## src/design/shb_defs.svh

```systemverilog
// Offsets, field positions, reset values and rate figures of the serial port
`ifndef SHB_DEFS_SVH
`define SHB_DEFS_SVH
// ************************************************************
// Register byte offsets
// ************************************************************
`define SHB_ADR_CTRL 4'h0
`define SHB_ADR_STAT 4'h4
`define SHB_ADR_DATA 4'h8
// ************************************************************
// Field positions
// ************************************************************
`define SHB_C_SELECT_PIN_IGNORE 7
`define SHB_C_EN 6
`define SHB_C_LSB 5
`define SHB_C_MASTER_SELECT 4
`define SHB_C_CLOCK_POLARITY 3
`define SHB_C_CLOCK_PHASE 2
`define SHB_S_DONE 7
`define SHB_S_WRITE_COLLISION_FLAG 6
`define SHB_S_FULL 5
`define SHB_S_BUSY 4
`define SHB_S_RATE2 0
// ************************************************************
// Reset values and rate figures
// ************************************************************
`define SHB_CTRL_RST 8'h04
`define SHB_SYS_DIV_MIN 7'h04
`define SHB_OVF_DIV 7'h06
`define SHB_BITS 4'h8
`endif

```

## src/design/shb_pkg.sv

```systemverilog
// Types shared by the serial port modules
`default_nettype none
package shb_pkg;
  typedef enum logic [2:0] {
    SHB_IDLE = 3'b001,
    SHB_LEAD = 3'b010,
    SHB_SHIFT = 3'b100
  } shb_fsm_t;

  typedef struct packed {
    logic [7:0] ctrl;
    logic rate2;
    logic done;
    logic write_collision_flag;
    logic [7:0] hold;
    logic hold_full;
    logic [7:0] output_shifter;
    logic osr_full;
    logic [7:0] rx;
    shb_fsm_t fsm;
    logic [3:0] nsamp;
    logic latch;
    logic pend;
    logic sck_prev;
    logic sck_o;
    logic sck_oe;
    logic sdo;
    logic mosi_oe;
    logic miso_oe;
    logic ack;
    logic [7:0] dat;
  } shb_state_t;

  typedef struct packed {
    logic [6:0] cnt;
    logic tick;
  } shb_div_t;

  typedef struct packed {
    logic [3:0] s1;
    logic [3:0] s2;
  } shb_sync_t;
endpackage : shb_pkg
`default_nettype wire

```

## src/design/shb_div_if.sv

```systemverilog
// Carrier between the port engine and its bit-rate divider
`default_nettype none
interface shb_div_if;
  logic [2:0] rate;
  logic run;
  logic uart_ovf;
  logic t3_ovf;
  logic tick;
  modport ctl (output rate, output run, output uart_ovf, output t3_ovf, input tick);
  modport div (input rate, input run, input uart_ovf, input t3_ovf, output tick);
endinterface : shb_div_if
`default_nettype wire

```

## src/design/shb_sync.sv

```systemverilog
// Two-stage synchroniser for the four serial pins
`default_nettype none
module shb_sync (
  input wire logic clk_i,
  input wire logic rst_i,
  input wire logic [3:0] pin_i,
  output logic [3:0] sync_o
);
  shb_pkg::shb_sync_t q;
  shb_pkg::shb_sync_t d;

  always_comb begin
    d = q;
    d.s1 = pin_i;
    d.s2 = q.s1;
  end

  always_ff @(posedge clk_i or posedge rst_i) begin
    if (rst_i) begin
      q <= '0;
    end else begin
      q <= d;
    end
  end

  assign sync_o = q.s2;
endmodule : shb_sync
`default_nettype wire

```

## src/design/shb_rate_div.sv

```systemverilog
// Half-bit enable generator for the master clock
`include "shb_defs.svh"
`default_nettype none
module shb_rate_div (
  input wire logic clk_i,
  input wire logic rst_i,
  shb_div_if.div dv
);
  shb_pkg::shb_div_t q;
  shb_pkg::shb_div_t d;
  logic ovf;
  logic [6:0] lim;

  // Half a bit: divide/2 system cycles, or three overflow pulses
  always_comb begin
    d = q;
    d.tick = 1'b0;
    ovf = dv.rate[0] ? dv.t3_ovf : dv.uart_ovf;
    // Halve before shifting: divide/128 would overflow the 7-bit limit
    lim = (dv.rate[2:1] == 2'b11) ? (`SHB_OVF_DIV >> 1)
        : 7'(`SHB_SYS_DIV_MIN >> 1) << dv.rate;
    if (!dv.run) begin
      d.cnt = '0;
    end else if (dv.rate[2:1] != 2'b11 || ovf) begin
      if (q.cnt >= lim - 7'h01) begin
        d.cnt = '0;
        d.tick = 1'b1;
      end else begin
        d.cnt = q.cnt + 7'h01;
      end
    end
  end

  always_ff @(posedge clk_i or posedge rst_i) begin
    if (rst_i) begin
      q <= '0;
    end else begin
      q <= d;
    end
  end

  assign dv.tick = q.tick;
endmodule : shb_rate_div
`default_nettype wire

```

## src/design/shb_port.sv

```systemverilog
// Master/slave serial port with transmit holding buffer, Wishbone registers
//
// Local design decisions: the register offsets and the Wishbone register port.
`include "shb_defs.svh"
`default_nettype none
module shb_port (
  input wire logic clk_i,
  input wire logic rst_i,
  input wire logic wb_cyc_i,
  input wire logic wb_stb_i,
  input wire logic wb_we_i,
  input wire logic [3:0] wb_adr_i,
  input wire logic [3:0] wb_sel_i,
  input wire logic [31:0] wb_dat_i,
  output logic [31:0] wb_dat_o,
  output logic wb_ack_o,
  input wire logic sck_i,
  output logic sck_o,
  output logic sck_oe_o,
  input wire logic mosi_i,
  output logic mosi_o,
  output logic mosi_oe_o,
  input wire logic miso_i,
  output logic miso_o,
  output logic miso_oe_o,
  input wire logic ss_n_i,
  input wire logic ss_pin_is_output_i,
  input wire logic uart1_baud_overflow_i,
  input wire logic timer3_overflow_i,
  input wire logic timer3_low_overflow_i,
  input wire logic timer3_split_i,
  output logic transfer_done_o
);
  // ************************************************************
  // State, pin synchronisers and divider
  // ************************************************************
  localparam shb_pkg::shb_state_t ST_RST = '{
    ctrl: `SHB_CTRL_RST,
    fsm: shb_pkg::SHB_IDLE,
    default: '0
  };

  shb_pkg::shb_state_t q;
  shb_pkg::shb_state_t d;
  logic [3:0] pins_s;
  logic sck_s;
  logic mosi_s;
  logic miso_s;
  logic ss_s;
  logic req;
  logic wr_ctrl;
  logic wr_stat;
  logic wr_data;
  logic en;
  logic select_pin_ignore;
  logic master_select;
  logic clock_polarity;
  logic clock_phase;
  logic lsb;
  logic mode_chg;
  logic fin;
  logic edge_hit;
  logic lead;
  logic sample;
  logic rx_bit;
  logic busy;
  shb_div_if dv ();

  shb_sync u_sync (
    .clk_i(clk_i),
    .rst_i(rst_i),
    .pin_i({sck_i, mosi_i, miso_i, ss_n_i}),
    .sync_o(pins_s)
  );

  shb_rate_div u_div (
    .clk_i(clk_i),
    .rst_i(rst_i),
    .dv(dv)
  );

  assign sck_s = pins_s[3];
  assign mosi_s = pins_s[2];
  assign miso_s = pins_s[1];
  assign ss_s = pins_s[0];
  assign dv.rate = {q.rate2, q.ctrl[1:0]};
  assign dv.run = (q.fsm != shb_pkg::SHB_IDLE);
  assign dv.uart_ovf = uart1_baud_overflow_i;
  // Split timer mode takes the low-byte overflow
  assign dv.t3_ovf = timer3_split_i ? timer3_low_overflow_i : timer3_overflow_i;

  // ************************************************************
  // Helpers
  // ************************************************************
  function automatic logic head_bit(input logic [7:0] sr, input logic lsb_first);
    head_bit = lsb_first ? sr[0] : sr[7];
  endfunction : head_bit

  // Out goes the head bit, in comes the far end's bit
  function automatic logic [7:0] shift_in(input logic [7:0] sr, input logic b,
                                          input logic lsb_first);
    shift_in = lsb_first ? {b, sr[7:1]} : {sr[6:0], b};
  endfunction : shift_in

  assign req = wb_cyc_i && wb_stb_i && !q.ack;
  assign wr_ctrl = req && wb_we_i && wb_sel_i[0] && wb_adr_i == `SHB_ADR_CTRL;
  assign wr_stat = req && wb_we_i && wb_sel_i[0] && wb_adr_i == `SHB_ADR_STAT;
  assign wr_data = req && wb_we_i && wb_sel_i[0] && wb_adr_i == `SHB_ADR_DATA;
  assign en = q.ctrl[`SHB_C_EN];
  assign select_pin_ignore = q.ctrl[`SHB_C_SELECT_PIN_IGNORE];
  assign master_select = q.ctrl[`SHB_C_MASTER_SELECT];
  assign clock_polarity = q.ctrl[`SHB_C_CLOCK_POLARITY];
  assign clock_phase = q.ctrl[`SHB_C_CLOCK_PHASE];
  assign lsb = q.ctrl[`SHB_C_LSB];
  // Buffered byte counts too, so no idle gap shows between two bytes
  assign busy = (q.fsm != shb_pkg::SHB_IDLE) || q.osr_full || q.hold_full;
  // Select pin only counts when enabled, not ignored, not driven by us
  assign mode_chg = en && !select_pin_ignore && master_select && !ss_s && !ss_pin_is_output_i;

  // ************************************************************
  // Next state
  // ************************************************************
  always_comb begin
    d = q;
    d.ack = 1'b0;
    fin = 1'b0;
    edge_hit = 1'b0;
    lead = 1'b0;
    sample = 1'b0;
    rx_bit = master_select ? miso_s : mosi_s;
    d.sck_prev = sck_s;

    // Wishbone slave: answer one cycle after the request
    if (req) begin
      d.ack = 1'b1;
      case (wb_adr_i)
        `SHB_ADR_CTRL: d.dat = q.ctrl;
        `SHB_ADR_STAT: d.dat = {q.done, q.write_collision_flag, q.hold_full, busy, 3'h0, q.rate2};
        `SHB_ADR_DATA: d.dat = q.rx;
        default: d.dat = 8'h00;
      endcase
    end
    if (wr_ctrl) begin
      d.ctrl = wb_dat_i[7:0];
    end
    if (wr_stat) begin
      d.rate2 = wb_dat_i[`SHB_S_RATE2];
      if (wb_dat_i[`SHB_S_DONE]) begin
        d.done = 1'b0;
      end
      if (wb_dat_i[`SHB_S_WRITE_COLLISION_FLAG]) begin
        d.write_collision_flag = 1'b0;
      end
    end
    if (wr_data) begin
      if (q.hold_full) begin
        d.write_collision_flag = 1'b1;
      end else begin
        d.hold = wb_dat_i[7:0];
        d.hold_full = 1'b1;
      end
    end

    // Holding buffer drops into an idle, empty shifter
    if (q.hold_full && !q.osr_full && q.fsm == shb_pkg::SHB_IDLE) begin
      d.output_shifter = q.hold;
      d.osr_full = 1'b1;
      d.hold_full = 1'b0;
    end

    // Edge sources: own divider as master, synchronised pin as slave
    if (master_select) begin
      if (q.fsm == shb_pkg::SHB_SHIFT && dv.tick) begin
        edge_hit = 1'b1;
        lead = (q.sck_o == clock_polarity);
        d.sck_o = ~q.sck_o;
      end
    end else if (en && (select_pin_ignore || !ss_s) && sck_s != q.sck_prev) begin
      edge_hit = 1'b1;
      lead = (sck_s != clock_polarity);
      d.fsm = shb_pkg::SHB_SHIFT;
    end
    // Phase 0 samples on leading edges, phase 1 on trailing edges
    sample = edge_hit && (lead != clock_phase);

    if (edge_hit) begin
      if (sample) begin
        d.nsamp = q.nsamp + 4'h1;
        if (clock_phase && q.nsamp == `SHB_BITS - 4'h1) begin
          d.output_shifter = shift_in(d.output_shifter, rx_bit, lsb);
          fin = 1'b1;
        end else begin
          d.latch = rx_bit;
          d.pend = 1'b1;
        end
      end else if (q.pend) begin
        d.output_shifter = shift_in(d.output_shifter, q.latch, lsb);
        d.pend = 1'b0;
        fin = !clock_phase && q.nsamp == `SHB_BITS;
      end
    end

    // Byte boundary: stop the clock, hand the byte to the reader
    if (fin) begin
      d.rx = d.output_shifter;
      d.osr_full = 1'b0;
      d.done = 1'b1;
      d.fsm = shb_pkg::SHB_IDLE;
      d.nsamp = 4'h0;
      d.pend = 1'b0;
    end

    // Master start and its half-bit lead-in
    case (q.fsm)
      shb_pkg::SHB_IDLE: begin
        if (en && master_select && q.osr_full && !mode_chg) begin
          d.fsm = shb_pkg::SHB_LEAD;
        end
      end
      shb_pkg::SHB_LEAD: begin
        if (dv.tick) begin
          d.fsm = shb_pkg::SHB_SHIFT;
        end
      end
      shb_pkg::SHB_SHIFT: begin
      end
      default: begin
        d.fsm = shb_pkg::SHB_IDLE;
      end
    endcase

    // A deselected slave drops any partial byte
    if (!master_select && !select_pin_ignore && ss_s && q.fsm != shb_pkg::SHB_IDLE) begin
      d.fsm = shb_pkg::SHB_IDLE;
      d.nsamp = 4'h0;
      d.pend = 1'b0;
    end

    // Mode change wins over software's master bit
    if (mode_chg) begin
      d.ctrl[`SHB_C_MASTER_SELECT] = 1'b0;
      d.done = 1'b1;
      d.fsm = shb_pkg::SHB_IDLE;
      d.nsamp = 4'h0;
      d.pend = 1'b0;
    end

    if (!d.ctrl[`SHB_C_EN]) begin
      d.fsm = shb_pkg::SHB_IDLE;
      d.nsamp = 4'h0;
      d.pend = 1'b0;
    end

    // Pin drivers, taken from the next state and, for the miso enable, the synchronised select pin
    if (d.fsm == shb_pkg::SHB_IDLE) begin
      d.sck_o = d.ctrl[`SHB_C_CLOCK_POLARITY];
    end
    d.sdo = head_bit(d.output_shifter, d.ctrl[`SHB_C_LSB]);
    d.sck_oe = d.ctrl[`SHB_C_EN] && d.ctrl[`SHB_C_MASTER_SELECT]
               && (d.ctrl[`SHB_C_SELECT_PIN_IGNORE] || d.fsm != shb_pkg::SHB_IDLE);
    d.mosi_oe = d.sck_oe;
    d.miso_oe = d.ctrl[`SHB_C_EN] && !d.ctrl[`SHB_C_MASTER_SELECT]
                && (d.ctrl[`SHB_C_SELECT_PIN_IGNORE] || !ss_s);
  end

  always_ff @(posedge clk_i or posedge rst_i) begin
    if (rst_i) begin
      q <= ST_RST;
    end else begin
      q <= d;
    end
  end

  assign wb_dat_o = {24'h000000, q.dat};
  assign wb_ack_o = q.ack;
  assign sck_o = q.sck_o;
  assign sck_oe_o = q.sck_oe;
  assign mosi_o = q.sdo;
  assign mosi_oe_o = q.mosi_oe;
  assign miso_o = q.sdo;
  assign miso_oe_o = q.miso_oe;
  assign transfer_done_o = q.done;
endmodule : shb_port
`default_nettype wire

```

## config.mk

```make
export PLATFORM = sky130hd
export DESIGN_NAME = shb_port
export DESIGN_NICKNAME = d
export VERILOG_FILES = /design/src/design/shb_pkg.sv /design/src/design/shb_div_if.sv /design/src/design/shb_sync.sv /design/src/design/shb_rate_div.sv /design/src/design/shb_port.sv
export VERILOG_INCLUDE_DIRS = /design/src /design/src/design
export SDC_FILE = /design/constraint.sdc
export NUM_CORES = 1
export LEC_CHECK = 0
export ABC_AREA = 1
export ABC_CLOCK_PERIOD_IN_PS = 2300
export BUFFER_PORTS_ARGS = -buffer_cell sky130_fd_sc_hd__buf_4
export CAP_MARGIN = 20
export CORE_MARGIN = 1.5
export CORE_UTILIZATION = 38
export DETAILED_ROUTE_END_ITERATION = 12
export GPL_ROUTABILITY_DRIVEN = 0
export SKIP_CTS_REPAIR_TIMING = 1
export SYNTH_ARGS = -nofsm -noshare
export SYNTH_HDL_FRONTEND = slang
export SYNTH_SLANG_ARGS = --single-unit
```

## constraint.sdc

```tcl
create_clock -name clk_i -period 2.3 [get_ports clk_i]
set_input_delay 0 -clock clk_i [delete_from_list [all_inputs] [get_ports clk_i]]
set_output_delay 0 -clock clk_i [all_outputs]
set_load 0.02 [all_outputs]
```

---- After elaboration in Yosys (flattened, before gate mapping) ----
Index checks and enable logic that the tools add are counted.
storage, ports and cells
  input bits .............................. 54
  logic and storage cells ................. 169
  output and inout bits ................... 40
  register bits ........................... 76
cells by class
  order comparisons ....................... 1
  equal/unequal tests ..................... 20
  reductions and logical operators ........ 57
  multiplexer cells ....................... 59
  shifts and indexed selects .............. 1
  bitwise logic cells ..................... 3
  $add $sub $neg .......................... 3
operators by type and width
  kind                 number
  $mux 8               8
  $mux 7               6
  $mux 1               30
  $logic_and 1x1->1    29
  $pmux 8 s3           1
  $mux 10              2
  $mux 9               2
  $mux 16              1
  $mux 3               4
  $ne 5x1->1 const B   2
  $reduce_and 2->1     5
  $logic_not 1->1      9
  $pmux 3 s3           1
  $eq 4x3->1 const B   2
  $eq 4x4->1 const B   2
  $reduce_bool 2->1    4
  $add 7x1->7 const B  1
  $ge 7x7->1           1
  $shl 2x3->7 const A  1
  $sub 7x1->7 const B  1
  $eq 3x1->1 const B   2
  $logic_or 1x1->1     6
  $mux 6               1
  $ne 3x1->1 const B   2
  other kinds (14)     21

---- Logic depth before layout (Yosys ltp) ----
Gate-level depths: netlist of the first run.
  depth in word-level cells ............... 22
  mapped depth ............................ 14
  depth with buffers taken out ............ 14

---- Hierarchy ----
From an unflattened synthesis of the first run, not the netlist that was laid out.
second synthesis, totals
  cells, all modules ...................... 570
  area total of the unflattened synthesis .. 4,468.0 sq um
modules (own cells, without submodules)
  module        area each (sq um)  times used  sequential area each (sq um)  cells an instance
  shb_port      3,470.8            1           1,503.9                       453
  shb_rate_div  793.3              1           200.2                         108
  shb_sync      203.9              1           200.2                         9

---- Worst setup path after synthesis of the first run ----
OpenSTA, ideal clock, no wires.
  path kind ............................... reg2reg
  from .................................... reg q (netlist bit dv.rate[2])
  to ...................................... reg u_div.q[4] (netlist bit)
  buffers on the path ..................... 0
  period minus slack after synthesis ...... 2,247 ps
  path slack .............................. 53 ps
  arrival time ............................ 2,164 ps
  library setup time ...................... 83 ps
  cell stages (with the launch flop) ...... 12
  data required time ...................... 2,217 ps
  cells stage by stage .................... dfrtp_1 > ha_1 > inv_1 > nand4_1 > xor2_1 > ha_1 > nand2_1 > o21a_1 > o211ai_1 > nor3_1 > nand3_1 > o21ai_0
on the way
  cells in the longest elaborated chain, start to end .. 7
  elaborated cells between the ends (all ways) .. 11
  classes of those cells .................. add/sub: 1; order compare: 1; eq/ne: 3; shift: 1; mux: 4; reduce/logical: 1
ends and longest elaborated chain
  what                                              RTL line                                text
  start: declaration                                shb_port.sv:43                          shb_pkg::shb_state_t q;
  start signal: assignment                          shb_port.sv:268                         q <= ST_RST;
  start signal: assignment                          shb_port.sv:270                         q <= d;
  $shl 2x3->7 / $eq 2x2->1 (equally long branches)  shb_rate_div.sv:21, shb_rate_div.sv:20
  $mux 7                                            shb_rate_div.sv:20                      lim = (dv.rate[2:1] == 2'b11) ? (`SHB_OVF_DIV >> 1)
  $sub 7x1->7                                       shb_rate_div.sv:25                      if (q.cnt >= lim - 7'h01) begin
  $ge 7x7->1                                        shb_rate_div.sv:25
  $mux 7                                            shb_rate_div.sv:25
  $mux 8                                            shb_rate_div.sv:24                      end else if (dv.rate[2:1] != 2'b11 || ovf) begin
  $mux 7                                            shb_rate_div.sv:22                      if (!dv.run) begin
  end signal: assignment                            shb_rate_div.sv:36                      q <= '0;
  end signal: assignment                            shb_rate_div.sv:38                      q <= d;
  end: declaration                                  shb_rate_div.sv:9                       shb_pkg::shb_div_t q;
Several ways; a longest one is shown, not always the timed one. The select of a mux whose other input is x is not followed.
A chain may end at the register's enable or synchronous reset.

---- Final worst setup path of the first run ----
  from .................................... reg q (netlist bit dv.rate[1])
  to ...................................... reg u_div.q[5] (netlist bit)
The elaborated chain is that of the path after synthesis.

==> metrics list, run 1 <==
- HPWL Detailed: 7.27 mm
* Number of pins with negative max-slew slack in the final report: 0
* Dominant cells by area after synthesis: dfrtp_1 43%, nand2_1 12%, buf_4 6.1%, inv_1 5.2%, nand3_1 4.2%
- Routed WL per cell: 13.2 microns
- Final instance count without filler cells: 724
- I/O pins: 94
- The worst setup path is launched from a flip-flop.
* RSZ-0062 raised after global routing: true
- The number of hold violations in the final report was 0.
* Via count: 3522
- Worst Skew: 0.00966 ns
- Worst min path class: in2reg
- Type of the worst setup path: reg2reg
* Core Region: 10900 sq um
* Category of cells accounting for the largest share of critical-path delay: simple AND/OR/NAND/NOR gates
- Worst path slowest cell: dfrtp_1
- Tightest slew margin relative to the limit: 42.9%
- Number of clock buffers inserted by TritonCTS: 9
- Sorting the synthesized cells by how often they occur yields 134 x nand2_1, 74 x dfrtp_1, 59 x inv_1.
* Fmax achieved: 438 MHz
* Number of DRC markers in iteration 0: 125
* CP Depth: 12
* Area occupied by registers: 1900 sq um
* Antenna-violating nets left: 0
- 0 antenna diodes ended up in the layout.
- Worst slew pin tran: 0.850 ns
- Fraction of layout cells with a size suffix above 1: 19.2%
- Largest family of logic cells by synthesized area: simple AND/OR/NAND/NOR gates
- Multiplexer cells account for 1.52% of the synthesized area.
* Cell area power density: 937 nW/um^2
- Final setup fails: 0
- Reg2reg path depth: 12
- Number of buffers between clock root and the deepest sink: 2
- Minimum clock period: 2.28 ns
- Run status: finished clean
- Port Buffer Count: 42
* Share of async-settable or async-resettable flops after synthesis: 100%
- Synthesized-area fraction occupied by xor and xnor cells: 1.43%
* Crit path arrival time: 2.54 ns
* Standard-cell row count: 38
* Most frequent cell after synthesis: nand2_1
- Entering global routing, the biggest net connects 34 pins.
- Along the worst hold path, the cell count comes to 3.
- Global routing consumed, on the met1 layer, 22.5% of the routing resources.
* Area occupied by multi-input gates: 1970 sq um
* Post-synthesis share of cell area spent on full adders, half adders and majority gates: 3.79%
- Most Crowded Layer GR: met2
- GR Util met3: 3.59%
* Number of enable flip-flop cells after synthesis: 0
* Count of cell types in the netlist: 47
* Wire length reported by the detailed router: 9.57 mm
- The via count of the first global-routing pass was 3328.
- Number of nets in the layout: 646
- The total overflow left after global routing is 0.
- Final Cycle Share: 99.3%
* Die ar.: 11900 sq um
- Clk Latency, worst-skew pair: 0.33 ns
- Biggest area consumer among synthesized cells: dfrtp_1
* CTS sink count: 76
- First-pass GRT wire length: 15.8 mm
- The worst setup path is captured at a flip-flop.
- Together, buffers and inverters on the worst path number 2.
* CP max stage delay: 0.41 ns
* Syn Std Cell Area: 4290 sq um
- Max-cap violations in this run came to 0.
- Horiz. Die Dim: 109 microns
- For this run, the register share of the synthesized area comes to 44.4%.
- Total of warnings raised by yosys: 0
- Along the worst path, the maximum fanout reaches 7.
- For met2 alone, demand over resource in global routing was 27.3%.
- The filler cells instantiated in the layout total 1087.
- Among all flip-flop cells after synthesis, the most frequent one is dfrtp_1.
* Peak ir drop on the vdd network: 0.000441 V
* Die Height: 109 microns
- The first TritonRoute pass finished after 5 iterations.
* Area share of the leading cell type in the synthesized netlist: 43.2%
* Starting utilization of the core area: 39.2%
* Antenna violations before repair: 0
- H-tree level count: 3
- STA puts the critical path data required time at 2.56 ns.
- The number of placed instances, taps included, is 694.
- TritonCTS built the clock tree.
- From synthesis to final layout, the design area changed by 19.4%.
- Counting stages on the worst path, the most repeated cell is nand4_1.
- Total power for the finished layout comes to 4.79 mW.
- Leakage power: 2.64 nW
- Detailed-route vias per instance: 4.86
- For this run, the total global-route usage over all layers was measured as 17.5%.
- Post-synthesis compound-gate area fraction: 9.54%
- Worst-case hold slack: 0.0232 ns
- Simple-gate portion of the synthesized area: 26.7%
- Register clock-pin slew on the reported worst setup and hold paths: 0.06 ns
- Critical Path, Cell by Cell: ha_2, inv_2, nand4_1, xor2_1, ha_1, nand2_1, inv_1, nand4_1, o211ai_1, nor3_4, nand3_1, o21ai_1
- Summing all placed instances gives a cell area of 4670 sq um.
- TNS Setup: 0 ns
- Average cell area after synthesis: 8.29 sq um
* Number of synthesized register bits: 76
* Finished Cell Area: 5120 sq um
- In this run the clock root is driven by a clkbuf_16.
* Synthesized instance count: 517
- DRC violations left: 0
-- flip-flops by register name (all words and copies together), names as in the netlist, 3 cells and up --
register and flops:
q 38, u_sync.d 4, wb_dat_o 8, dv.rate 3, u_div.q 7, u_sync.sync_o 4
-- cells in the final DEF, fill, tap and decap left out, types with 3 or more instances in the layout --
| master | count |
|---|---|
| nand2_2 | 4 |
| nand4_1 | 7 |
| dfrtp_1 | 74 |
| nand3_2 | 3 |
| inv_1 | 57 |
| mux2_2 | 4 |
| o21ai_0 | 26 |
| nor2_1 | 25 |
| clkbuf_16 | 9 |
| a221oi_1 | 5 |
| inv_2 | 7 |
| o21ai_2 | 4 |
| ha_1 | 10 |
| and2_1 | 8 |
| buf_4 | 55 |
| dlygate4sd3_1 | 12 |
| nand3_1 | 36 |
| o21ai_1 | 12 |
| xor2_1 | 5 |
| a21oi_1 | 13 |
| conb_1 | 24 |
| nand3b_1 | 5 |
| nand2_1 | 134 |
| clkbuf_1 | 4 |
-- through the flow --
step,utilization [%],setup WS [ns]
after floorplan,-,0.0530
after global placement,42.7,-0.109
after detailed placement,42.7,-0.251
after CTS,45.2,-0.272
after global routing,46.8,-0.125
final,46.8,0.0159
-- worst reg2reg max path: cells and delay by family, from the launching register on --
family | cells | cell delay, ns
flip-flops | 1 | 0.41
AND/OR/NAND/NOR | 5 | 0.74
adder cells (fa/ha/maj) | 2 | 0.51
buffers and inverters | 2 | 0.11
AO/OA/AOI/OAI | 2 | 0.27
XOR/XNOR | 1 | 0.16
-- power by group --
part / internal [mW] / total (mW) / switching, mW / leakage (nW)
clock: 0.759 / 1.27 / 0.511 / 0.127
sequential: 1.64 / 1.86 / 0.215 / 0.940
combinational: 0.648 / 1.67 / 1.02 / 1.58
total: 3.05 / 4.79 / 1.74 / 2.64
-- metal layers --
metal,vias up,share of wire [%],wire length [microns]
met5,-,0,0
met4,0,2.6,248
met3,18,6.5,621
met2,123,46,4410
met1,1641,45,4290
li1,1740,-,-
-- path summary, 6_finish.rpt --
check / slack [ns] / startpoint / end
worst min register to register: 0.34 / u_sync.d[0] / u_sync.sync_o[0]
worst max register to register: 0.02 / dv.rate[1] / u_div.q[5]
max in group asynchronous: 1.54 / rst_i / q[21]
min in group asynchronous: 0.19 / rst_i / u_sync.sync_o[0]
worst min-delay path: 0.02 / wb_dat_i[0] / dv.rate[0]
worst max-delay path: 0.02 / dv.rate[1] / u_div.q[5]
-- cell families (layout without fill, tap and decap cells) --
| group | count (synthesis) | count (layout) |
|---|---|---|
| compound gates | 70 | 70 |
| xor+xnor | 7 | 7 |
| fa+ha+maj | 13 | 13 |
| buf+inv | 105 | 149 |
| flops | 76 | 76 |
| mux | 6 | 6 |
| other cells | 1 | 24 |
| simple gates | 239 | 239 |
-- area by class of cell --
cell class	instances	area share [%]
multi-input combinational	359	38.6
sequential	76	37.2
tap	140	3.42
clock buffer	14	4.96
timing repair buffer	68	10.8
clock inverter	2	0.245
inverter	65	4.77
Power figures use the tool's default switching activity.
==> inputs of run 2 (changes only) <==
--- a/config.mk
+++ b/config.mk
@@ -14,6 +14,7 @@
 export CORE_UTILIZATION = 38
 export DETAILED_ROUTE_END_ITERATION = 12
 export GPL_ROUTABILITY_DRIVEN = 0
+export REMOVE_ABC_BUFFERS = 1
 export SKIP_CTS_REPAIR_TIMING = 1
 export SYNTH_ARGS = -nofsm -noshare
 export SYNTH_HDL_FRONTEND = slang
==> run 2 against run 1 <==
Effect of this change: hold slack better by 0.029 ns; via count fell by 0.40%; final cell count fell by 0.41%; first-iteration DRC count grew 30%; cell area is 0.44% lower; combinational power barely moved; maximum frequency rose by 0.93%; worst setup slack improved by 0.021 ns; routed wire length shrank 0.15%; global-route usage fell by 0.26 points; sequential share of layout area is 0.16 points higher; critical endpoint is now u_div.q[4]; largest power group unchanged.
==> metrics list, run 2 (synthesis results as in run 1) <==
* Run status: finished clean
- Grt ovf: 0
- In this run the critical register-to-register path is launched from dv.rate[2].
- The clock drives 76 sinks.
- Maximum fanout encountered on the critical timing path: 7
- Final hold vios: 0
- The path class of the tightest hold or removal check is in2reg.
* HPWL Detailed: 7.15 mm
- Share of total power in the clock network: 27.1%
- Dividing total power by cell area gives a power density of 943 nW/um^2.
- Type of the worst setup path: reg2reg
* Register clock-pin slew on the reported worst setup and hold paths: 0.06 ns
- CP max stage delay: 0.38 ns
- For this block, the routed nets add up to 9.55 mm of wire.
- Largest reg by FF count: q
- In the routed layout, each cell is associated on average with a via count of 4.87.
- In the final design database the tool counted 644 nets.
* Worst Skew: 0.00614 ns
- Net switching is 36.4% of the power.
- Antenna-violating nets left: 0
- The first global-routing pass estimated 15.6 mm of wire.
- Number of clock buffers inserted by TritonCTS: 9
- Critical Path, Cell by Cell: buf_4, nor2_1, nand2_1, nand3_1, ha_1, a21oi_1, o21a_1, o211ai_1, nor3_4, nand3_1, o21ai_1
* Worst Path Buf+Inv: 1
- Area growth from synthesis to final layout: 18.8%
- The worst-case IR drop observed on VDD is 0.000329 V.
- Fillcell total: 1074
- The critical path starts at dv.rate[2].
- Cell internal power was estimated by the tool at 3.06 mW.
- The worst path uses 98.4% of the clock period.
* CTS tree: done
- Antenna violations before repair: 0
- Starting utilization of the core area: 39.2%
* Worst path slowest cell: dfrtp_1
- In this run, the combinational gates consume 34.2% of the power.
- Across the run, the number of max-cap violations was 0.
- Final setup fails: 0
- Horiz. Die Dim: 109 microns
* Via count: 3508
- The count of buffers added on input and output ports is 42.
- Flip-flop count of the largest register after layout: 38
- Tightest slew margin relative to the limit: 42.9%
* Number of DRC markers in iteration 0: 163
- Data on the critical path is required at its endpoint by 2.56 ns.
- Setup repair after global routing could not meet its margin everywhere.
- Global routing used 17.2% of the available tracks across all layers.
* Share of power burned in registers: 38.7%
- At the worst endpoint, the arrival time is 2.52 ns.
* Pin count of the biggest net entering global routing: 48
- Adding up every negative setup slack in the final design gives 0 ns.
* Hold path startpoint: wb_adr_i[0]
* Critical Path Most Common Cell: nand3_1
* Launching element type of the critical path: flip-flop
- Standard-cell row count: 38
- Sw power: 1.75 mW
- In the layout the commonest cells are 134 x nand2_1, 74 x dfrtp_1, 57 x inv_1.
- The die covers 11900 sq um.
* Number of buffers between clock root and the deepest sink: 2
- In the final layout, the share of cells above drive strength 1 is 18.4%.
* Number of global-route vias before repair: 3214
- The clock reaches the later pin of the worst-skew pair after 0.34 ns.
* Root cell of the clock tree: clkbuf_16
- 0 antenna diodes ended up in the layout.
- Core Region: 10900 sq um
- Routed WL per cell: 13.2 microns
* Leakage power: 2.64 nW
- H-tree level count: 3
- DRC violations left: 0
- Category of cells accounting for the largest share of critical-path delay: simple AND/OR/NAND/NOR gates
* Minimum clock period: 2.26 ns
* Finished Core Util: 46.6%
- 94 I/O pins were placed.
- Fmax achieved: 442 MHz
- Most common cell after layout, fill and taps aside: nand2_1
- For the pin with the worst max-slew slack, the measured transition is 0.850 ns.
* Die Height: 109 microns
- Number of pins with negative max-slew slack in the final report: 0
* CP Capture Type: flip-flop
* First-pass iteration count of the detailed router: 4
-- run 2: changes by cell type in the layout (fill, tap and decap cells not counted), moves of 2 or more --
| cell | delta |
|---|---|
| o21ai_0 | +2 |
| clkbuf_1 | -2 |
| buf_4 | -3 |
| o21ai_1 | -2 |
-- run 2: stage by stage --
step	power (mW)	hold slack [ns]	cells	setup slack [ns]	area, sq um
floorplan	2.96	0.0314	500	0.0530	4080
global placement	3.43	0.111	693	-0.102	4670
CTS	4.81	-0.242	708	-0.265	4940
global route	5.14	0.0604	721	-0.147	5090
finish	4.80	0.0521	721	0.0369	5090
detailed placement	3.48	0.111	693	-0.254	4670
-- run 2: final timing paths --
path | end | slack [ns] | depth (start not counted)
worst max-delay path | u_div.q[4] | 0.04 | 11
worst min-delay path | dv.rate[2] | 0.05 | 3
worst max register to register | u_div.q[4] | 0.04 | 11
worst min register to register | u_sync.sync_o[0] | 0.35 | 0
max in group asynchronous | q[40] | 1.31 | 4
min in group asynchronous | u_sync.d[0] | 0.32 | 3
-- run 2: layer usage --
metal | vias to the layer above | wire (microns) | track usage, %
li1 | 1747 | - | -
met1 | 1656 | 4460 | 23.0
met2 | 90 | 4540 | 27.1
met3 | 15 | 400 | 2.87
met4 | 0 | 156 | 8.16
met5 | - | 0 | 0
-- run 2: area by class of cell --
class | count | area, sq um | share of cell area [%]
multi-input cells | 359 | 1960 | 38.5
flip-flops and latches | 76 | 1900 | 37.4
repair buffers | 66 | 541 | 10.6
clock buffers | 13 | 260 | 5.11
inverters | 65 | 244 | 4.79
well taps | 140 | 175 | 3.44
clock inverters | 2 | 10.0 | 0.197
-- run 2: worst register-to-register path, delay by kind of cell, from the launching register on --
kind / cells / cell delay (ns)
buffers and inverters: 1 / 0.16
adders and majority gates: 1 / 0.27
DFF: 1 / 0.38
AOI/OAI and AO/OA: 4 / 0.52
and+or+nand+nor: 5 / 0.85
-- run 2: power groups by stage --
stage	registers (mW)	logic (mW)	clock network, mW
after floorplan	1.90	1.06	0
after CTS	1.86	1.61	1.34
after global placement	1.87	1.56	0
after detailed placement	1.88	1.59	0
after global routing	1.90	1.85	1.39
final	1.86	1.64	1.30
